**src/link_status_pkg.sv**
```systemverilog
// package: register map, field layouts and encodings of the link status/error block
`default_nettype none
package link_status_pkg;
   localparam int unsigned REG_COUNT        = 16;
   localparam int unsigned ADDR_W           = 6;
   localparam logic [5:0]  STATUS_OFFSET    = 6'h00;
   localparam logic [5:0]  ERROR_LOG_OFFSET = 6'h04;
   localparam logic [31:0] STATUS_RESET     = 32'h0000_0000;
   localparam logic [31:0] ERROR_LOG_RESET  = 32'h0000_0000;

   // status field positions
   localparam int unsigned DETECT_LSB = 0;
   localparam int unsigned SPEED_LSB  = 4;
   localparam int unsigned POWER_LSB  = 8;

   // detect_state codes
   localparam logic [3:0] DET_NONE    = 4'h0;
   localparam logic [3:0] DET_PRESENT = 4'h1;
   localparam logic [3:0] DET_LINK_UP = 4'h3;
   localparam logic [3:0] DET_OFFLINE = 4'h4;
   // link_speed codes
   localparam logic [3:0] SPD_NONE = 4'h0;
   localparam logic [3:0] SPD_GEN1 = 4'h1;
   // power_state codes
   localparam logic [3:0] PWR_NONE    = 4'h0;
   localparam logic [3:0] PWR_ACTIVE  = 4'h1;
   localparam logic [3:0] PWR_PARTIAL = 4'h2;
   localparam logic [3:0] PWR_SLUMBER = 4'h6;

   // error summary bit positions
   localparam int unsigned ERR_RECOV_INTEGRITY = 0;
   localparam int unsigned ERR_RECOV_COMM      = 1;
   localparam int unsigned ERR_TRANSIENT       = 8;
   localparam int unsigned ERR_PERSISTENT      = 9;
   localparam int unsigned ERR_PROTOCOL        = 10;
   localparam int unsigned ERR_INTERNAL        = 11;
   // diagnostic bit positions
   localparam int unsigned DIAGNOSTIC_BITS_READY_CHANGE  = 16;
   localparam int unsigned DIAGNOSTIC_BITS_PHY_INTERNAL  = 17;
   localparam int unsigned DIAGNOSTIC_BITS_WAKE          = 18;
   localparam int unsigned DIAGNOSTIC_BITS_DECODE        = 19;
   localparam int unsigned DIAGNOSTIC_BITS_DISPARITY     = 20;
   localparam int unsigned DIAGNOSTIC_BITS_CRC           = 21;
   localparam int unsigned DIAGNOSTIC_BITS_HANDSHAKE     = 22;
   localparam int unsigned DIAGNOSTIC_BITS_LINK_SEQ      = 23;
   localparam int unsigned DIAGNOSTIC_BITS_TRANSPORT     = 24;
   localparam int unsigned DIAGNOSTIC_BITS_UNKNOWN_FRAME = 25;
   localparam logic [31:0] ERROR_LOG_MASK     = 32'h03FF_0F03;

   // live link state as reported by the physical layer
   typedef enum {
      LINK_NO_DEVICE,
      LINK_PRESENT,
      LINK_UP,
      LINK_OFFLINE
   } link_state_t;

   typedef struct packed {
      logic       device_present;
      logic       comm_up;
      logic       offline;
      logic       gen1_speed;
      logic       partial;
      logic       slumber;
   } phy_state_t;

   typedef struct packed {
      logic recov_integrity;
      logic transient;
      logic persistent;
      logic protocol;
      logic internal;
      logic phy_internal;
      logic wake;
      logic decode;
      logic disparity;
      logic crc;
      logic handshake;
      logic link_seq;
      logic transport;
      logic unknown_frame;
   } error_events_t;

   typedef struct packed {
      logic [5:0]  addr;
      logic [31:0] wdata;
      logic        wr;
      logic        rd;
   } reg_req_t;
endpackage : link_status_pkg
`default_nettype wire

```
**src/pin_sync.sv**
```systemverilog
// module: three-stage synchroniser with agreement filter for WIDTH asynchronous levels, each bit filtered on its own
`default_nettype none
module pin_sync
   import link_status_pkg::*;
#(
   parameter int unsigned WIDTH = 1
) (
   input  wire logic             clk,
   input  wire logic             arst_n,
   input  wire logic [WIDTH-1:0] async_in,
   output var  logic [WIDTH-1:0] sync_out
);
   logic [WIDTH-1:0] stage1_reg;
   logic [WIDTH-1:0] stage2_reg;
   logic [WIDTH-1:0] stage3_reg;

   initial begin
      if (WIDTH < 1) $error("pin_sync: WIDTH must be at least 1");
   end

   always_ff @(posedge clk or negedge arst_n) begin
      if (!arst_n) begin
         stage1_reg <= '0;
         stage2_reg <= '0;
         stage3_reg <= '0;
      end else begin
         stage1_reg <= async_in;
         stage2_reg <= stage1_reg;
         stage3_reg <= stage2_reg;
      end
   end

   // a bit only moves once stages two and three agree
   always_ff @(posedge clk or negedge arst_n) begin
      if (!arst_n) begin
         sync_out <= '0;
      end else begin
         for (int i = 0; i < WIDTH; i++) begin
            if (stage2_reg[i] == stage3_reg[i]) begin
               sync_out[i] <= stage3_reg[i];
            end
         end
      end
   end
endmodule // pin_sync
`default_nettype wire

```
**src/link_status_regs.sv**
```systemverilog
// module: interface status and sticky error log registers of the serial link adapter
//
// How it works
// - status register is read-only; writes ignored
// - status tracks live interface state continuously
// - detect codes: none, present, up, offline
// - speed codes: none or first generation
// - power codes: none, active, partial, slumber
// - reserved bits always read zero
// - power saving forces detect to no-link code
// - error log accumulates every error, sticky
// - write ones clears; reset clears all
// - persistent failure sets its bit
// - adapter internal fault sets its bit
// - recovered integrity error sets its bit
// - link lost then regained sets bit
// - protocol violation sets protocol bit
// - transient unrecovered error sets its bit
// - decode and disparity errors set bits
// - link CRC errors set CRC bit
// - unknown frame type sets its bit
// - ready change and phy fault set bits
// - negative handshake response sets its bit
// - link and transport transition errors
// - wake signal detected sets its bit
// - sixteen words: status, error log, reserved
//
// Added by the designer: the register addresses and the address-and-strobe port.
`default_nettype none
module link_status_regs
   import link_status_pkg::*;
#(
   parameter int unsigned DATA_W = 32
) (
   input  wire logic          clk,
   input  wire logic          arst_n,
   input  wire reg_req_t      reg_req,
   output var  logic [31:0]   rdata,
   input  wire phy_state_t    phy_state_async,
   input  wire logic          phy_ready_signal_async,
   input  wire error_events_t err_events,
   output var  logic          phy_not_ready_signal
);
   phy_state_t    phy_state;
   logic          phy_ready;
   logic          phy_ready_prev_reg;
   logic          link_was_lost_reg;
   link_state_t   link_state;
   logic [3:0]    detect_state;
   logic [3:0]    link_speed;
   logic [3:0]    power_state;
   logic [31:0]   status_word;
   logic [31:0]   error_log_reg;
   logic [31:0]   error_set;
   logic [31:0]   error_clear;
   logic [31:0]   error_log_next;
   logic          hit_status;
   logic          hit_error;

   initial begin
      if (DATA_W != 32) $error("link_status_regs: only a 32-bit data path is supported");
   end

   // physical-layer levels come from another domain
   pin_sync #(
      .WIDTH ($bits(phy_state_t) + 1)
   ) u_phy_sync (
      .clk      (clk),
      .arst_n   (arst_n),
      .async_in ({phy_state_async, phy_ready_signal_async}),
      .sync_out ({phy_state, phy_ready})
   );

   assign phy_not_ready_signal = ~phy_ready;

   // classify the live link condition; offline outranks everything
   always_comb begin
      if (phy_state.offline) begin
         link_state = LINK_OFFLINE;
      end else if (!phy_state.device_present) begin
         link_state = LINK_NO_DEVICE;
      end else if (phy_state.comm_up && !phy_state.partial && !phy_state.slumber) begin
         link_state = LINK_UP;
      end else begin
         // no communication exists while power saving
         link_state = LINK_PRESENT;
      end
   end

   always_comb begin
      case (link_state)
         LINK_NO_DEVICE: detect_state = DET_NONE;
         LINK_PRESENT:   detect_state = DET_PRESENT;
         LINK_UP:        detect_state = DET_LINK_UP;
         LINK_OFFLINE:   detect_state = DET_OFFLINE;
         default:        detect_state = DET_NONE;
      endcase
   end

   // speed and power only mean something once the link has been negotiated
   always_comb begin
      link_speed  = SPD_NONE;
      power_state = PWR_NONE;
      if (phy_state.device_present && !phy_state.offline && phy_state.comm_up) begin
         link_speed = phy_state.gen1_speed ? SPD_GEN1 : SPD_NONE;
         if (phy_state.slumber) begin
            power_state = PWR_SLUMBER;
         end else if (phy_state.partial) begin
            power_state = PWR_PARTIAL;
         end else begin
            power_state = PWR_ACTIVE;
         end
      end
   end

   // built fresh every cycle, so a read sees the present state
   always_comb begin
      status_word = STATUS_RESET;
      status_word[DETECT_LSB +: 4] = detect_state;
      status_word[SPEED_LSB +: 4]  = link_speed;
      status_word[POWER_LSB +: 4]  = power_state;
   end

   // ready edge detection on the filtered level only
   always_ff @(posedge clk or negedge arst_n) begin
      if (!arst_n) begin
         phy_ready_prev_reg <= 1'b0;
      end else begin
         phy_ready_prev_reg <= phy_ready;
      end
   end

   // remember a ready drop so its return counts as a recovered loss
   always_ff @(posedge clk or negedge arst_n) begin
      if (!arst_n) begin
         link_was_lost_reg <= 1'b0;
      end else if (phy_ready_prev_reg && !phy_ready) begin
         link_was_lost_reg <= 1'b1;
      end else if (!phy_ready_prev_reg && phy_ready) begin
         link_was_lost_reg <= 1'b0;
      end
   end

   always_comb begin
      error_set = '0;
      error_set[ERR_RECOV_INTEGRITY] = err_events.recov_integrity;
      error_set[ERR_RECOV_COMM]      = link_was_lost_reg && !phy_ready_prev_reg
                                       && phy_ready;
      error_set[ERR_TRANSIENT]       = err_events.transient;
      error_set[ERR_PERSISTENT]      = err_events.persistent;
      error_set[ERR_PROTOCOL]        = err_events.protocol;
      error_set[ERR_INTERNAL]        = err_events.internal;
      error_set[DIAGNOSTIC_BITS_READY_CHANGE]   = phy_ready_prev_reg ^ phy_ready;
      error_set[DIAGNOSTIC_BITS_PHY_INTERNAL]   = err_events.phy_internal;
      error_set[DIAGNOSTIC_BITS_WAKE]           = err_events.wake;
      error_set[DIAGNOSTIC_BITS_DECODE]         = err_events.decode;
      error_set[DIAGNOSTIC_BITS_DISPARITY]      = err_events.disparity;
      error_set[DIAGNOSTIC_BITS_CRC]            = err_events.crc;
      error_set[DIAGNOSTIC_BITS_HANDSHAKE]      = err_events.handshake;
      error_set[DIAGNOSTIC_BITS_LINK_SEQ]       = err_events.link_seq;
      error_set[DIAGNOSTIC_BITS_TRANSPORT]      = err_events.transport;
      error_set[DIAGNOSTIC_BITS_UNKNOWN_FRAME]  = err_events.unknown_frame;
   end

   // word-aligned decode; upper index bits select reserved words
   assign hit_status = (reg_req.addr == STATUS_OFFSET);
   assign hit_error  = (reg_req.addr == ERROR_LOG_OFFSET);

   assign error_clear = (reg_req.wr && hit_error) ? reg_req.wdata : 32'h0000_0000;

   // set applied after clear, so a same-cycle event survives
   assign error_log_next = ((error_log_reg & ~error_clear) | error_set)
                           & ERROR_LOG_MASK;

   always_ff @(posedge clk or negedge arst_n) begin
      if (!arst_n) begin
         error_log_reg <= ERROR_LOG_RESET;
      end else begin
         error_log_reg <= error_log_next;
      end
   end

   // writes to the status word and reserved words fall on the floor
   always_ff @(posedge clk or negedge arst_n) begin
      if (!arst_n) begin
         rdata <= 32'h0000_0000;
      end else if (reg_req.rd && hit_status) begin
         rdata <= status_word;
      end else if (reg_req.rd && hit_error) begin
         rdata <= error_log_reg;
      end else begin
         rdata <= 32'h0000_0000;
      end
   end
endmodule // link_status_regs
`default_nettype wire

```
**config.mk**
```make
export PLATFORM = sky130hd
export DESIGN_NAME = link_status_regs
export DESIGN_NICKNAME = d
export VERILOG_FILES = /design/src/link_status_pkg.sv /design/src/pin_sync.sv /design/src/link_status_regs.sv
export SDC_FILE = /design/constraint.sdc
export NUM_CORES = 1
export LEC_CHECK = 0
export ABC_AREA = 1
export BUFFER_PORTS_ARGS = -buffer_cell sky130_fd_sc_hd__buf_4
export CORE_ASPECT_RATIO = 1.4
export CORE_MARGIN = 3
export CORE_UTILIZATION = 35
export CTS_CLUSTER_DIAMETER = 150
export DETAILED_ROUTE_END_ITERATION = 10
export GPL_TIMING_DRIVEN = 0
export PLACE_DENSITY = 0.72
export SETUP_SLACK_MARGIN = 0.02
export SLEW_MARGIN = 20
export SYNTH_ARGS = -nofsm -noshare
export SYNTH_HDL_FRONTEND = slang
export SYNTH_SLANG_ARGS = --single-unit
```
**constraint.sdc**
```tcl
create_clock -name clk -period 1.98 [get_ports clk]
set_input_delay 0.198 -clock clk [delete_from_list [all_inputs] [get_ports clk]]
set_output_delay 0.198 -clock clk [all_outputs]
set_load 0.02 [all_outputs]
```
==> Word-level counts from Yosys, hierarchy flattened <==
Cells that the tools add are included.
{ "totals": {"in_bits": 63, "wordCells": 62, "output_inout_bits": 33, "regBits": 78} }
{ "classes": {"bitwise_logic": 5, "reduce_logical": 18, "n_eq_ne": 11, "muxes": 14} }
{ "op_table": {"columns": ["operator", "n"], "rows": [
  ["$mux 26", 3],
  ["$eq 32x2->1 const B", 2],
  ["$mux 32", 2],
  ["$eq 32x1->1 const B", 1],
  ["$and 26x26->26", 1],
  ["$not 26->26", 1],
  ["$or 26x26->26", 1],
  ["$logic_and 1x1->1", 11],
  ["$pmux 3 s3", 1],
  ["$eq 1x1->1", 7],
  ["$eq 6x3->1 const B", 1],
  ["$logic_not 6->1", 1],
  ["$mux 3", 2],
  ["$logic_not 1->1", 5],
  ["$mux 1", 4],
  ["$mux 2", 2],
  ["$reduce_bool 2->1", 1],
  ["$not 1->1", 1],
  ["$xor 1x1->1", 1]
]} }

==> Depth between registers and ports, before layout <==
{ "depth": {"word_depth": 9, "mapped_depth": 7, "mapped_depth_nobuf": 6} }

==> Cells and area by module <==
From an unflattened synthesis, not the netlist that was laid out.
{ "unflattened": {"hier_cells": 233, "hier_area_um2": 2436.1} }
{ "modules_own_cells": {"columns": ["mod", "cells_per_inst", "n_inst", "area_per_inst_um2", "seq_area_each_um2"], "rows": [
  ["link_status_regs", 177, 1, 1621.6, 900.9],
  ["pin_sync", 56, 1, 814.5, 700.7]
]} }

==> Least setup slack after synthesis <==
Ideal clock, no wire load.
{ "synth_path": {"path_type": "register to register", "start": "reg u_phy_sync.sync_out[0]", "end": "reg link_was_lost_reg", "path_stages_with_launch": 4, "t_arrival_ns": 1.096, "period_less_slack_ns": 1.221, "slack_ns": 0.759, "setup_ns": 0.125, "required_time_ns": 1.855, "n_path_buf": 0, "path_cell_list": "dfrtp_1 -> inv_1 -> ha_1 -> mux2_2"} }
{ "synth_between": {"elab_chain_cells": 3, "word_cells_on_any_way": 5, "classes_between": "mux: 1; reduce/logical: 4"} }
{ "synth_lines": {"columns": ["item", "line", "text"], "rows": [
  ["start, declared", "pin_sync.sv:11", "output var logic [WIDTH-1:0] sync_out"],
  ["start signal, assigned by index", "pin_sync.sv:40", "sync_out[i] <= stage3_reg[i];"],
  ["$logic_not 1->1", "link_status_regs.sv:137", "end else if (phy_ready_prev_reg && !phy_ready) begin"],
  ["$logic_and 1x1->1", "link_status_regs.sv:137", null],
  ["$mux 1 or $reduce_bool 2->1 (tied branches)", null, null],
  ["end signal, assigned", "link_status_regs.sv:136", "link_was_lost_reg <= 1'b0;"],
  ["end signal, assigned", "link_status_regs.sv:138", "link_was_lost_reg <= 1'b1;"],
  ["end signal, assigned", "link_status_regs.sv:140", "link_was_lost_reg <= 1'b0;"],
  ["end, declared", "link_status_regs.sv:47", "logic link_was_lost_reg;"]
]} }
Parallel ways exist; a longest one is shown, timed or not.
A chain may end at the register's enable or synchronous reset.

==> Worst setup path in the final report <==
Same ends and word-level chain as after synthesis.

==> results.py <==
metrics = {
    "yosys": {
        "synth_area_leaders": "dfrtp_1, nand2_1, nand3_1",
        "syn_area_per_cell_sq_um": 11.1,
        "synth_compound_area_share_pct": 0.376,
        "yosys.area_share.adder_pct": 3.54,
        "synth_top_area_share_pct": 68.7,
        "synth.ff_latch_count": 64,
        "seq_area_frac_synth_pct": 68.7,
        "synth_cells": 210,
        "synth_mux_area_share_pct": 0.483,
        "synth_simple_gate_area_share_pct": 15.8,
        "yosysWarnings": 0,
        "syn_area_sq_mm": 0.00233,
        "netlist-cell-type-count": 16,
        "synthXorXnorAreaFrac_pct": 0,
        "synth_top_family_by_area": "simple AND/OR/NAND/NOR gates",
        "yosysTopAreaCell": "dfrtp_1",
    },
    "critical_path": {
        "path_max_fanout": 3,
        "required_ns": 2.19,
        "path_class": "flop to flop",
        "start_kind": "flop",
        "cp-end-kind": "flop",
        "crit_arrival_ns": 1.42,
    },
    "die": {
        "rows": 34,
        "io_pins": 96,
        "dieArea_sq_mm": 0.00769,
        "fp.dieW_um": 75.0,
        "start_util_pct": 36.8,
        "coreArea_sq_mm": 0.00634,
        "die_h_um": 103,
    },
    "cts": {
        "path_clk_slew_ns": 0.07,
        "cts_root_buf": "clkbuf_8",
        "cts_resized": 0,
        "cts.htree.levels": 3,
        "cts.sinks": 64,
        "clk-insertion-delay-late_ns": 0.33,
        "cts_made_buffers": 9,
        "clock_path_buffers": 2,
        "cts_tree": "yes",
        "post-cts-setup-buffers": 0,
    },
    "sta": {
        "max_freq_mhz": 825,
        "finalSetupViolCount": 0,
        "clock_skew_ns": 0.00655,
        "min_period_ns": 1.21,
        "drv_slew": 0,
        "hold_viol": 0,
        "fin_tns_setup_ns": 0,
        "tightestPinTransition_ns": 0.776,
        "slew-limit-headroom_pct": 48.3,
        "rsz0062_at_grt": "no",
        "fin_hold_ws_ns": 0.0466,
        "fin_crit_sh_pct": 61.2,
    },
    "grt": {
        "grt_antenna_before_repair": 0,
        "grt_max_degree": 65,
        "gr-usage-all-layers_pct": 12.7,
        "grt_pass1_wl_um": 7190,
        "grt_pass1_vias": 1741,
        "grt-ovfl-total": 0,
    },
    "detailed_routing": {
        "vias_per_cell": 4.17,
        "wl_per_cell_um": 11.3,
        "routed_wirelength_um": 4340,
        "ant_nets": 0,
        "num_vias": 1596,
        "drc": 0,
        "drt_iter0_drc": 92,
        "first_pass_iters": 4,
    },
    "layout": {
        "fillers": 575,
        "area_growth_pct": 38.5,
        "final_util_pct": 50.9,
        "drive_above_1_share_pct": 32.2,
        "n_antenna_cell": 0,
        "nets": 370,
        "largest_reg_flops": 18,
        "final_common_cell": "buf_4",
        "final_cell_mix": "buf_4, dfrtp_1, nand2_1",
    },
    "placed_design": {
        "io_buffers": 64,
        "detailed_place_hpwl_um": 3100,
        "gp_congestion": 0.739,
    },
    "power": {
        "leakagePower_nw": 1.82,
        "power_density_mw_per_mm2": 833,
        "ir_worst_vdd_v": 0.000346,
    },
    "job": {
        "max_cap_violations": 0,
    },
    "run_status": {
        "run_status": "completed",
    },
    "min_path": {
        "hold_class": "input port to flop",
    },
}
[synth_stat cells]
master / count
and3_1: 1
buf_6: 2
maj3_1: 7
dfrtp_1: 64
ha_1: 1
nor2_4: 1
inv_1: 29
clkbuf_1: 1
buf_4: 16
o21ai_2: 1
nor2_1: 18
conb_1: 1
nand3_1: 24
nor3_1: 1
mux2_2: 1
nand2_1: 42
[repair_timing]
| action | CTS | global route |
|---|---|---|
| hold endpoints to repair | 71 | 0 |
| hold buffers | 8 | 0 |
| endpoints found under the setup margin | 0 | 0 |
[cell type report]
class	count	area, sq um	area share (%)
multi-input combinational	111	523	16.2
tap	72	90.1	2.79
sequential	64	1600	49.6
buffer	19	146	4.53
clock inverter	5	56.3	1.74
clock buffer	11	141	4.38
inverter	29	109	3.37
timing repair buffer	72	561	17.4
[power breakdown]
group / total (W) / leakage [nW] / internal [W] / switching [W]
Clock: 0.00109 / 0.0993 / 0.000613 / 0.000472
Combinational: 0.000224 / 0.975 / 0.000117 / 0.000107
Sequential: 0.00138 / 0.743 / 0.00136 / 0.0000228
[logic make-up (layout without fill, tap and decap cells)]
logic type	count (synthesis)	in the layout
buffers and inverters	48	136
other	1	14
AOI/OAI and AO/OA	1	1
muxes	1	1
and+or+nand+nor	87	87
DFF	64	64
adders and majority gates	8	8
[worst max-delay path, stage by stage, from the launching register on]
cell and delay [ns]:
dfrtp_1 0.37, inv_1 0.08, ha_1 0.31, mux2_2 0.34
[stage by stage]
stage | total power (W) | instance area [sq um] | instances | setup slack, ns
2_1_floorplan | 0.00150 | 2380 | 223 | 0.759
3_3_place_gp | 0.00161 | 2950 | 359 | 0.804
3_5_place_dp | 0.00162 | 2950 | 359 | 0.768
4_1_cts | 0.00273 | 3230 | 383 | 0.745
5_1_grt | 0.00282 | 3230 | 383 | 0.705
6_report | 0.00269 | 3230 | 383 | 0.768
[final timing paths]
check / slack, ns / start / end / depth (start not counted)
max: 0.77 / u_phy_sync.sync_out[0] / link_was_lost_reg / 3
min: 0.05 / err_events[5] / error_log_reg[20] / 3
max reg2reg: 0.77 / u_phy_sync.sync_out[0] / link_was_lost_reg / 3
min reg2reg: 0.35 / u_phy_sync.stage1_reg[2] / u_phy_sync.stage2_reg[2] / 0
max in group asynchronous: 0.96 / arst_n / rdata[17] / 2
min in group asynchronous: 0.51 / arst_n / u_phy_sync.stage1_reg[6] / 2
[routing by layer]
| layer | part of all wire (%) | vias up | GRT usage, % |
|---|---|---|---|
| met5 | 0 | - | 0 |
| met4 | 3.5 | 0 | 9.04 |
| met3 | 8.6 | 12 | 4.10 |
| met2 | 49 | 66 | 20.7 |
| met1 | 39 | 716 | 13.5 |
| li1 | - | 802 | - |
Power figures use the tool's default switching activity.
